--- src/core/avcc_consts.vh ---
// constants for the analog velocity command conditioner
`ifndef AVCC_CONSTS_VH
`define AVCC_CONSTS_VH

// ==========================================================
// register byte offsets
`define AVCC_REG_CONFIG 8'h00
`define AVCC_REG_VEL_GAIN 8'h04
`define AVCC_REG_OFFSET_ONE 8'h08
`define AVCC_REG_OFFSET_TWO 8'h0c
`define AVCC_REG_OFFSET_DIFF 8'h10
`define AVCC_REG_DEADBAND_ONE 8'h14
`define AVCC_REG_DEADBAND_DIFF 8'h18
`define AVCC_REG_TORQUE_GAIN 8'h1c
`define AVCC_REG_OUTPUT_MODE 8'h20
`define AVCC_REG_RIPPLE 8'h24
`define AVCC_REG_GP_OUT 8'h28
`define AVCC_REG_STATUS 8'h2c
`define AVCC_REG_VEL_CMD 8'h30
`define AVCC_REG_TORQUE 8'h34

// ==========================================================
// field positions
`define AVCC_CFG_TYPE_BIT 0
`define AVCC_CFG_FUNC_LSB 4
`define AVCC_CFG_FUNC_MSB 5
`define AVCC_OUT4_DIGIT_LSB 4
`define AVCC_OUT4_DIGIT_MSB 7

// ==========================================================
// reset values
`define AVCC_RST_TYPE 1'h0
`define AVCC_RST_FUNC 2'h3
`define AVCC_RST_VEL_GAIN 16'h12c0
`define AVCC_RST_TORQUE_GAIN 16'h0064
`define AVCC_RST_OUTPUT_MODE 16'h0030

// ==========================================================
// codes
`define AVCC_FUNC_MIN 2'h1
`define AVCC_FUNC_TORQUE 2'h2
`define AVCC_FUNC_UNUSED 2'h3
`define AVCC_OUT4_INVERTED 4'hb
`define AVCC_OUT4_GENERAL 4'h3

// ==========================================================
// scaling: 2730 counts per volt, 240 per rps, 100 per amp
`define AVCC_COUNTS_PER_V 32'h00000aaa
`define AVCC_MV_PER_V 32'h000003e8
`define AVCC_FS_COUNTS 32'h00006aa4
`define AVCC_RPS_SCALE 32'h000000f0
`define AVCC_AMP_SCALE 32'h00000064
`define AVCC_VEL_GAIN_MAX 32'h00005dc0
`define AVCC_OFFSET_MAX 32'h00006aa4
`define AVCC_TORQUE_GAIN_MAX 32'h000007d0
`define AVCC_RIPPLE_MAX 32'h00007f80
`define AVCC_SAT16_MAX 32'h00007fff

`endif

--- src/core/avcc_conditioner.v ---
// analog velocity command conditioner with avalon-mm register slave
//
// Functional notes
// single-ended or differential command input
// differential command is input one minus two
// full scale 10 V gives velocity gain
// velocity gain held as rps times 240
// three offsets, clamped, subtracted from input
// offsets held as volts times 2730
// deadband zeroes small input one, differential
// run switch closed passes command
// run switch open forces zero command
// direction switch closed reverses command sign
// connection type 0 single, 1 differential
// input two function 2 torque, 3 unused
// 10 V on input two gives torque gain
// torque gain held as amps times 100
// reached indication on output four
// output four selected by second digit
// digit B: closed while not reached
// other digit: closed when reached
// digit 3: output four general purpose
// reached when error within ripple range
// offset, deadband, gain, then direction, run
`timescale 1ns/1ns
`default_nettype none
`include "avcc_consts.vh"

module avcc_conditioner (
  // system
  input wire clk_sys,
  input wire rst_n,
  // avalon-mm slave
  input wire [7:0] avs_address,
  input wire avs_read,
  input wire avs_write,
  input wire [3:0] avs_byteenable,
  input wire [31:0] avs_writedata,
  output reg [31:0] avs_readdata,
  output reg avs_waitrequest,
  // digitised analog samples, 2730 counts per volt
  input wire sample_valid,
  input wire signed [15:0] analog_in_one,
  input wire signed [15:0] analog_in_two,
  // switch pins, high means closed
  input wire run_stop_switch,
  input wire direction_switch,
  // measured motor velocity, rps times 240
  input wire signed [15:0] actual_velocity,
  // conditioned outputs
  output reg signed [15:0] velocity_cmd,
  output reg velocity_cmd_valid,
  output reg signed [15:0] torque_limit,
  output reg torque_limit_en,
  output reg velocity_reached_out
);

  localparam signed [33:0] FS34 = {2'b00, `AVCC_FS_COUNTS};
  localparam [31:0] MV_FULL = `AVCC_MV_PER_V;
  localparam [31:0] CPV_FULL = `AVCC_COUNTS_PER_V;
  // 28 bits hold the largest millivolt product
  localparam [27:0] MV28 = MV_FULL[27:0];
  localparam [27:0] CPV28 = CPV_FULL[27:0];

  // ==========================================================
  // helpers
  // out-of-range gain, offset and ripple writes are clamped, never refused
  function [15:0] clamp16;
    input signed [31:0] v;
    input signed [31:0] lo;
    input signed [31:0] hi;
    begin
      if (v < lo) begin
        clamp16 = lo[15:0];
      end else if (v > hi) begin
        clamp16 = hi[15:0];
      end else begin
        clamp16 = v[15:0];
      end
    end
  endfunction

  // symmetric so that a later negation cannot overflow
  function signed [15:0] sat16;
    input signed [33:0] v;
    begin
      if (v > $signed({2'b00, `AVCC_SAT16_MAX})) begin
        sat16 = 16'sh7fff;
      end else if (v < -$signed({2'b00, `AVCC_SAT16_MAX})) begin
        sat16 = -16'sh7fff;
      end else begin
        sat16 = v[15:0];
      end
    end
  endfunction

  // ==========================================================
  // registers
  reg conn_type;
  reg [1:0] in_two_func;
  reg signed [15:0] velocity_gain;
  reg signed [15:0] offset_in_one;
  reg signed [15:0] offset_in_two;
  reg signed [15:0] offset_differential;
  reg [7:0] deadband_in_one;
  reg [7:0] deadband_differential;
  reg signed [15:0] torque_gain;
  reg [15:0] output_mode_setting;
  reg [15:0] ripple_range;
  reg gp_out;
  reg reached;
  reg run_meta;
  reg run_sync;
  reg dir_meta;
  reg dir_sync;

  reg [31:0] rd_mux;
  wire [31:0] be_mask;
  wire [31:0] merged;
  wire signed [31:0] m_s16;
  wire signed [31:0] m_u16;
  wire bus_take;

  assign be_mask = {{8{avs_byteenable[3]}}, {8{avs_byteenable[2]}},
                    {8{avs_byteenable[1]}}, {8{avs_byteenable[0]}}};
  assign merged = (rd_mux & ~be_mask) | (avs_writedata & be_mask);
  assign m_s16 = {{16{merged[15]}}, merged[15:0]};
  assign m_u16 = {16'h0000, merged[15:0]};
  // one answer per request; the idle cycle after it re-arms
  assign bus_take = (avs_read | avs_write) & avs_waitrequest;

  always @* begin
    case (avs_address & 8'hfc)
      `AVCC_REG_CONFIG: rd_mux = {26'h0, in_two_func, 3'h0, conn_type};
      `AVCC_REG_VEL_GAIN: rd_mux = {16'h0000, velocity_gain};
      `AVCC_REG_OFFSET_ONE: rd_mux = {16'h0000, offset_in_one};
      `AVCC_REG_OFFSET_TWO: rd_mux = {16'h0000, offset_in_two};
      `AVCC_REG_OFFSET_DIFF: rd_mux = {16'h0000, offset_differential};
      `AVCC_REG_DEADBAND_ONE: rd_mux = {24'h0, deadband_in_one};
      `AVCC_REG_DEADBAND_DIFF: rd_mux = {24'h0, deadband_differential};
      `AVCC_REG_TORQUE_GAIN: rd_mux = {16'h0000, torque_gain};
      `AVCC_REG_OUTPUT_MODE: rd_mux = {16'h0000, output_mode_setting};
      `AVCC_REG_RIPPLE: rd_mux = {16'h0000, ripple_range};
      `AVCC_REG_GP_OUT: rd_mux = {31'h0, gp_out};
      `AVCC_REG_STATUS: rd_mux = {28'h0, torque_limit_en, dir_sync, run_sync, reached};
      `AVCC_REG_VEL_CMD: rd_mux = {16'h0000, velocity_cmd};
      `AVCC_REG_TORQUE: rd_mux = {16'h0000, torque_limit};
      default: rd_mux = 32'h00000000;
    endcase
  end

  // ==========================================================
  // bus slave
  always @(posedge clk_sys) begin
    if (!rst_n) begin
      avs_waitrequest <= 1'b1;
      avs_readdata <= 32'h00000000;
      conn_type <= `AVCC_RST_TYPE;
      in_two_func <= `AVCC_RST_FUNC;
      velocity_gain <= `AVCC_RST_VEL_GAIN;
      offset_in_one <= 16'h0000;
      offset_in_two <= 16'h0000;
      offset_differential <= 16'h0000;
      deadband_in_one <= 8'h00;
      deadband_differential <= 8'h00;
      torque_gain <= `AVCC_RST_TORQUE_GAIN;
      output_mode_setting <= `AVCC_RST_OUTPUT_MODE;
      ripple_range <= 16'h0000;
      gp_out <= 1'b0;
    end else begin
      // registered answer: exactly one wait cycle per request
      avs_waitrequest <= ~bus_take;
      if (bus_take && avs_read) begin
        avs_readdata <= rd_mux;
      end
      if (bus_take && avs_write) begin
        case (avs_address & 8'hfc)
          `AVCC_REG_CONFIG: begin
            // connection type select
            conn_type <= merged[`AVCC_CFG_TYPE_BIT];
            // function code, zero lifted to one
            if (merged[`AVCC_CFG_FUNC_MSB:`AVCC_CFG_FUNC_LSB] < `AVCC_FUNC_MIN) begin
              in_two_func <= `AVCC_FUNC_MIN;
            end else begin
              in_two_func <= merged[`AVCC_CFG_FUNC_MSB:`AVCC_CFG_FUNC_LSB];
            end
          end
          `AVCC_REG_VEL_GAIN: begin
            // stored as rps times 240, -100..100 rps
            velocity_gain <= clamp16(m_s16, -$signed(`AVCC_VEL_GAIN_MAX),
                                     $signed(`AVCC_VEL_GAIN_MAX));
          end
          `AVCC_REG_OFFSET_ONE: begin
            // stored as volts times 2730, -10..10 V
            offset_in_one <= clamp16(m_s16, -$signed(`AVCC_OFFSET_MAX),
                                     $signed(`AVCC_OFFSET_MAX));
          end
          `AVCC_REG_OFFSET_TWO: begin
            offset_in_two <= clamp16(m_s16, -$signed(`AVCC_OFFSET_MAX),
                                     $signed(`AVCC_OFFSET_MAX));
          end
          `AVCC_REG_OFFSET_DIFF: begin
            offset_differential <= clamp16(m_s16, -$signed(`AVCC_OFFSET_MAX),
                                           $signed(`AVCC_OFFSET_MAX));
          end
          `AVCC_REG_DEADBAND_ONE: deadband_in_one <= merged[7:0];
          `AVCC_REG_DEADBAND_DIFF: deadband_differential <= merged[7:0];
          `AVCC_REG_TORQUE_GAIN: begin
            // stored as amps times 100
            torque_gain <= clamp16(m_s16, -$signed(`AVCC_TORQUE_GAIN_MAX),
                                   $signed(`AVCC_TORQUE_GAIN_MAX));
          end
          `AVCC_REG_OUTPUT_MODE: output_mode_setting <= merged[15:0];
          `AVCC_REG_RIPPLE: begin
            // ripple 0..136 rps, times 240
            ripple_range <= clamp16(m_u16, 32'sh0, $signed(`AVCC_RIPPLE_MAX));
          end
          `AVCC_REG_GP_OUT: gp_out <= merged[0];
          default: begin
          end
        endcase
      end
    end
  end

  // ==========================================================
  // switch synchronisers
  // pins are asynchronous to clk_sys; only the second flop is read
  always @(posedge clk_sys) begin
    if (!rst_n) begin
      run_meta <= 1'b0;
      run_sync <= 1'b0;
      dir_meta <= 1'b0;
      dir_sync <= 1'b0;
    end else begin
      run_meta <= run_stop_switch;
      run_sync <= run_meta;
      dir_meta <= direction_switch;
      dir_sync <= dir_meta;
    end
  end

  // ==========================================================
  // conditioning pipeline, one stage per step but direction and run share the last, gain split into multiply and divide stages
  reg [3:0] stage_v;
  reg signed [17:0] s1_cmd;
  reg signed [17:0] s1_trq;
  reg signed [17:0] s2_cmd;
  reg signed [17:0] s2_trq;
  reg signed [33:0] s3_vprod;
  reg signed [33:0] s3_tprod;
  reg signed [15:0] s4_vq;
  reg signed [15:0] s4_tq;

  wire signed [17:0] in_one_x;
  wire signed [17:0] in_two_x;
  wire signed [17:0] raw_cmd;
  wire signed [17:0] sel_off;
  wire [17:0] cmd_mag;
  wire [27:0] mag_mv;
  wire [27:0] band_lim;
  wire torque_active;

  assign in_one_x = {{2{analog_in_one[15]}}, analog_in_one};
  assign in_two_x = {{2{analog_in_two[15]}}, analog_in_two};
  // pick single-ended or differential source
  assign raw_cmd = conn_type ? (in_one_x - in_two_x) : in_one_x;
  assign sel_off = conn_type ? {{2{offset_differential[15]}}, offset_differential}
                             : {{2{offset_in_one[15]}}, offset_in_one};
  assign cmd_mag = s1_cmd[17] ? -s1_cmd : s1_cmd;
  // compare in millivolt units to avoid a divider
  assign mag_mv = {10'h000, cmd_mag} * MV28;
  assign band_lim = (conn_type ? {20'h00000, deadband_differential}
                               : {20'h00000, deadband_in_one}) * CPV28;
  // torque limit only in single-ended connection
  assign torque_active = (in_two_func == `AVCC_FUNC_TORQUE) && !conn_type;

  always @(posedge clk_sys) begin
    if (!rst_n) begin
      stage_v <= 4'h0;
      s1_cmd <= 18'h00000;
      s1_trq <= 18'h00000;
      s2_cmd <= 18'h00000;
      s2_trq <= 18'h00000;
      s3_vprod <= 34'h000000000;
      s3_tprod <= 34'h000000000;
      s4_vq <= 16'h0000;
      s4_tq <= 16'h0000;
      velocity_cmd <= 16'h0000;
      velocity_cmd_valid <= 1'b0;
      torque_limit <= 16'h0000;
      torque_limit_en <= 1'b0;
    end else begin
      // one valid bit per stage, so samples may come every cycle
      stage_v <= {stage_v[2:0], sample_valid};
      // step one: offset removal
      // subtract the matching offset
      if (sample_valid) begin
        s1_cmd <= raw_cmd - sel_off;
        s1_trq <= in_two_x - {{2{offset_in_two[15]}}, offset_in_two};
      end
      // step two: deadband
      // within band becomes zero
      if (stage_v[0]) begin
        s2_cmd <= (mag_mv <= band_lim) ? 18'h00000 : s1_cmd;
        // torque path has no deadband
        s2_trq <= s1_trq;
      end
      // step three: gain
      // multiply by gain in display units
      if (stage_v[1]) begin
        s3_vprod <= s2_cmd * velocity_gain;
        s3_tprod <= s2_trq * torque_gain;
      end
      // wide divide in its own stage keeps it off the multiply path
      // full scale 10 V divides out
      if (stage_v[2]) begin
        s4_vq <= sat16(s3_vprod / FS34);
        s4_tq <= sat16(s3_tprod / FS34);
      end
      // last: direction then run gating
      if (stage_v[3]) begin
        if (!run_sync) begin
          // open switch stops the motor
          velocity_cmd <= 16'h0000;
        end else if (dir_sync) begin
          // run reversed
          velocity_cmd <= -s4_vq;
        end else begin
          // run as commanded
          velocity_cmd <= s4_vq;
        end
        // torque limit when selected
        torque_limit <= torque_active ? s4_tq : 16'h0000;
        torque_limit_en <= torque_active;
      end
      velocity_cmd_valid <= stage_v[3];
    end
  end

  // ==========================================================
  // velocity reached on output four
  wire signed [16:0] vel_err;
  wire [16:0] vel_err_mag;
  wire [3:0] out4_digit;

  assign vel_err = {actual_velocity[15], actual_velocity}
                 - {velocity_cmd[15], velocity_cmd};
  assign vel_err_mag = vel_err[16] ? -vel_err : vel_err;
  // second digit from the right
  assign out4_digit = output_mode_setting[`AVCC_OUT4_DIGIT_MSB:`AVCC_OUT4_DIGIT_LSB];

  always @(posedge clk_sys) begin
    if (!rst_n) begin
      reached <= 1'b0;
      velocity_reached_out <= 1'b0;
    end else begin
      // reached lags actual_velocity by one edge, the pin by two
      // within ripple counts as reached
      // compare actual to target
      reached <= (vel_err_mag <= {1'b0, ripple_range});
      case (out4_digit)
        // inverted: closed while not reached
        `AVCC_OUT4_INVERTED: velocity_reached_out <= ~reached;
        // general purpose output
        `AVCC_OUT4_GENERAL: velocity_reached_out <= gp_out;
        // closed once reached
        default: velocity_reached_out <= reached;
      endcase
    end
  end

endmodule

`default_nettype wire

--- config.mk ---
export PLATFORM = sky130hd
export DESIGN_NAME = avcc_conditioner
export DESIGN_NICKNAME = d
export VERILOG_FILES = /design/src/core/avcc_conditioner.v
export VERILOG_INCLUDE_DIRS = /design/src /design/src/core
export SDC_FILE = /design/constraint.sdc
export NUM_CORES = 2
export LEC_CHECK = 0
export ABC_AREA = 1
export BUFFER_PORTS_ARGS = -buffer_cell sky130_fd_sc_hd__buf_2
export CORE_UTILIZATION = 28
export CTS_BUF_LIST = sky130_fd_sc_hd__clkbuf_4
export DETAILED_ROUTE_END_ITERATION = 8
export GPL_TIMING_DRIVEN = 1
export HOLD_SLACK_MARGIN = 0.05
export SLEW_MARGIN = 30
export SYNTH_ARGS = -nofsm -noshare
export SYNTH_HDL_FRONTEND = slang
export SYNTH_SLANG_ARGS = --single-unit
--- constraint.sdc ---
create_clock -name clk_sys -period 38.3 [get_ports clk_sys]
set_clock_uncertainty 0.2 [all_clocks]
set_input_delay 1.915 -clock clk_sys [delete_from_list [all_inputs] [get_ports clk_sys]]
set_output_delay 1.915 -clock clk_sys [all_outputs]
set_load 0.01 [all_outputs]
# Yosys cells after proc, flatten, opt, wreduce, memory -nomap -nowiden
# Index checks and enable logic that the tools add are counted.
[totals] regBits=381 input_bits=99 out_inout_bits=68 elab_cells=125
[classes] n_addsub=7 multipliers=4 div=2 order_cmp=15 eq_ne=16 mux=24 bitwise=8 reduce_logical=16
[ops] operator="two-way mux 16 bit" n=15
[ops] operator="case mux 16 bit (14 select lines)" n=1
[ops] operator="two-way mux 18 bit" n=4
[ops] operator="divider 34 x 16 -> 34 bit, second input constant" n=2
[ops] operator="> comparator 34 x 16 -> 1 bit, second input constant" n=2
[ops] operator="< comparator 34 x 16 -> 1 bit, second input constant" n=2
[ops] operator="multiplier 18 x 16 -> 34 bit" n=2
[ops] operator="subtractor 16 x 16 -> 17 bit" n=3
[ops] operator="equality test 6 x 4 -> 1 bit, second input constant" n=6
[ops] operator="bitwise AND 16 bit" n=2
[ops] operator="> comparator 16 bit, second input constant" n=2
[ops] operator="< comparator 16 bit, second input constant" n=2
[ops] operator="less-or-equal comparator 28 x 20 -> 1 bit" n=1
[ops] operator="multiplier 18 x 7 -> 25 bit, second input constant" n=1
[ops] operator="equality test 6 x 3 -> 1 bit, second input constant" n=4
[ops] operator="AND reduction 2 bit" n=11
[ops] operator="multiplier 8 x 11 -> 19 bit, second input constant" n=1
[ops] operator="negator 18 bit" n=1
[ops] operator="subtractor 18 bit" n=1
[ops] operator="less-or-equal comparator 17 x 16 -> 1 bit" n=1
[ops] operator="two-way mux 17 bit" n=1
[ops] operator="negator 17 bit" n=1
[ops] operator="> comparator 16 x 12 -> 1 bit, second input constant" n=1
[ops] operator="> comparator 16 x 15 -> 1 bit, second input constant" n=1
[ops] operator="other kinds (20)" n=24

# Depth between registers and ports, before layout
[logic_depth] depth_word=7 ltp_mapped=195 ltp_nobuf=188

# Least setup slack after synthesis
# No wires, ideal clock.
[synth_timing] kind="register to register" from="register s3_vprod[1]" to="register s4_vq[12]" setup_ns=0.122 arrival_ns=18.278 t_required_ns=37.978 slack_ns=19.701 path_stages_with_launch=165 n_path_buf=20 period_less_slack_ns=18.599 cell_sequence="dfxtp_1 inv_1 ha_1 nand3_1 nor2_2 nand2_2 nand2_2 nand4_1 nand2_2 nand2_2 buf_6 nand2_4 o21ai_1 a21oi_2 nand3_2 buf_6 nand2_2 nand2_4 [... 129 more ...] ha_1 nand4_1 nand3b_1 nor3_1 nand3_1 o31ai_1 xnor2_1 nor3_1 nand2_1 nor2_1 nand3_1 nor2_1 nand2_1 nand2_1 nand2_2 buf_4 nand2_2 a21oi_2"
[synth_between] elab_chain_len=4 word_cells_on_any_way=5 classes_between="div (1); order compare (2); mux (2)"
[synth_rtl] item="start: declaration" line="avcc_conditioner.v:250" rtl="reg signed [33:0] s3_vprod;"
[synth_rtl] item="start signal: assignment" line="avcc_conditioner.v:312" rtl="s3_vprod <= s2_cmd * velocity_gain;"
[synth_rtl] item="divider 34 x 16 -> 34 bit (*)" line="avcc_conditioner.v:318" rtl="s4_vq <= sat16(s3_vprod / FS34);"
[synth_rtl] item="< comparator 34 x 16 -> 1 bit" line="avcc_conditioner.v:89" rtl="end else if (v < -$signed({2'b00, `AVCC_SAT16_MAX})) begin"
[synth_rtl] item="two-way mux 16 bit" line="avcc_conditioner.v:89"
[synth_rtl] item="two-way mux 16 bit (*)" line="avcc_conditioner.v:87" rtl="if (v > $signed({2'b00, `AVCC_SAT16_MAX})) begin"
[synth_rtl] item="end signal: assignment" line="avcc_conditioner.v:318"
[synth_rtl] item="end: declaration" line="avcc_conditioner.v:252" rtl="reg signed [15:0] s4_vq;"
# Mark *: on every way between the ends. The rest lies on a longest branch, timed or not.
# A chain may end at the register's enable or synchronous reset.

# Worst setup path after layout
[layout_timing] from="register s3_vprod[33]" to="register s4_vq[0]"
# Same word-level chain as after synthesis.

==> flow_summary.ini <==
[status]
status = finished clean

[cts]
cts_sinks = 363
insertion_delay_ns = 0.98
cts_setup_buffers = 0
cts_made_buffers = 104
clockRootBuffer = clkbuf_4
cts_hold_buf = 0
clockBufferDepth = 3
cts_tree = done
clk_pin_slew_worst_paths_ns = 0.07
htreeDepth = 3
cts_resized = 0

[synth]
synth_cells = 10400
synth.distinct_cells = 77
ys_ff_latch = 363
yosysSeqAreaShare_pct = 10.6
async_flop_share_pct = 0
synth_top_family_by_area = simple AND/OR/NAND/NOR gates
synth_xor_area_share_pct = 4.68
synthSimpleGateAreaFrac_pct = 33.6
synthFlopType = dfxtp_1
synth_mux_area_share_pct = 0.0291
syn_area_sq_mm = 0.0688
synth_warnings = 0
synth-edff-count = 0
synth_fa_ha_area_share_pct = 25.6
synth_area_per_cell_sq_um = 6.63
synth_compound_area_share_pct = 11.3

[global_route]
antenna_found_initial = 28
grt_pass1_vias = 59300
track_usage_pct = 15.6
grt_max_degree = 130
grt-ovfl-total = 0
grt_pass1_wl_microns = 319000

[route]
routed_via_density = 4.66
wl_per_cell_microns = 14.4
drc_errors = 0
vias = 63600
ant_nets = 0
dr.pass1.iters = 8
finalWirelength_microns = 197000
drt_iter0_drc = 4758

[sta]
max_freq_mhz = 39.0
rsz0062_at_grt = no
finalCriticalPeriod_ns = 25.64
worst_slack_ns = 12.66
fin_crit_sh_pct = 66.9
slew_headroom_pct = 29.1
slew_viol_final = 0
hold_viol = 0
worstMarginPinSlew_ns = 1.05
setup_viol = 0
tns_ns = 0
holdWs_ns = 0.220

[setup_path]
end_kind = flip-flop
worstSetupPathType = reg2reg
cpPeakStageDelay_ns = 0.50
path_max_fanout = 61
required_ns = 38.93
worst_setup_path_start_kind = flip-flop
critPathSlowestCell = nand3_2
crit_arrival_ns = 26.27
crit_top_cell = nand2_1

[cells_and_area]
drive_above_1_share_pct = 13.9
final_common_cell = nand2_1
final_nets = 11500
area_growth_syn_to_layout_pct = 6.61
layout.cells.non_filler = 13600
layout_common_cells = nand2_1, inv_1, nand3_1

[placed_design]
port_buffers = 130
place_ws_ns = 12.54
dp.cells = 13400
place_congestion = 0.951
dpl.hpwl_microns = 162000

[floorplan]
dieArea_sq_mm = 0.248
die_w_microns = 498
initial_core_util_pct = 28.2
rows = 181
die_h_microns = 498
core_area_sq_mm = 0.244
io_pins = 167

[flow_run]
maxCapViolations = 0

[min_path]
hp-class = reg2reg
==> worst paths after layout <==
check | to | startpoint | slack, ns | depth (start not counted)
max | s4_vq[0]$_SDFFE_PN0P_ | s3_vprod[33]$_SDFFE_PN0P_ | 12.66 | 151
min | run_sync$_SDFF_PN0_ | run_meta$_SDFF_PN0_ | 0.22 | 2
max reg2reg | s4_vq[0]$_SDFFE_PN0P_ | s3_vprod[33]$_SDFFE_PN0P_ | 12.66 | 151
min reg2reg | run_sync$_SDFF_PN0_ | run_meta$_SDFF_PN0_ | 0.22 | 2
==> area by class of cell <==
type,instances,area (sq um)
fillers,27100,170000
multi-input cells,7644,51900
inverters,2060,7790
flip-flops and latches,363,7280
well taps,3202,4010
clock buffers,151,1130
repair buffers,172,1000
clock inverters,31,218
diodes,15,37.5
==> sequential cells by signal, summed over array words and instances, names as in the netlist, 17 cells and up <==
register  count
s1_trq       17
s3_vprod     34
s2_cmd       18
s3_tprod     34
s2_trq       17
s1_cmd       18
==> kinds of logic after synthesis <==
logic type / count (synthesis)
mux: 2
buf+inv: 2393
xor+xnor: 366
other cells: 1
compound gates: 1346
fa+ha+maj: 1020
simple gates: 4894
flops: 363
==> synth_stat cells, types with 130 or more instances <==
cell      instances  area [sq um]
o21ai_0         491          2460
dfxtp_1         363          7270
ha_1            371          4640
a21oi_1         499          2500
nand2_2         525          3280
clkbuf_1        222           833
xor2_1          292          2560
nand2_1        2455          9220
nor2_1          598          2240
nand2_4         130          1460
inv_1          1907          7160
fa_1            649         13000
nand3_1         750          3750
==> through the flow <==
step	instance area, sq um	util [%]
2_1_floorplan	68900	-
3_3_place_gp	71900	29.5
3_5_place_dp	71900	29.5
4_1_cts	73300	30.1
5_1_grt	73400	30.1
6_report	73400	30.1
==> metal layers <==
layer | track usage (%) | share of wire, % | vias up | routed length (microns)
met5 | 0.270 | 0.070 | - | 137
met2 | 25.2 | 45 | 1589 | 87800
met4 | 4.41 | 2.8 | 10 | 5600
met1 | 21.8 | 47 | 29600 | 91700
met3 | 1.67 | 5.9 | 253 | 11700
li1 | - | - | 32100 | -
==> worst max-delay path: cells and delay by family, from the launching register on <==
kind | cells | cell delay, ns
flops | 1 | 0.31
xor+xnor | 3 | 0.57
compound gates | 11 | 3.31
buf+inv | 20 | 2.81
simple gates | 116 | 18.06
fa+ha+maj | 1 | 0.19
Power is left out: the tool's default activity adds up to more than one toggle a clock period on the data nets, which glitch-free logic cannot reach.
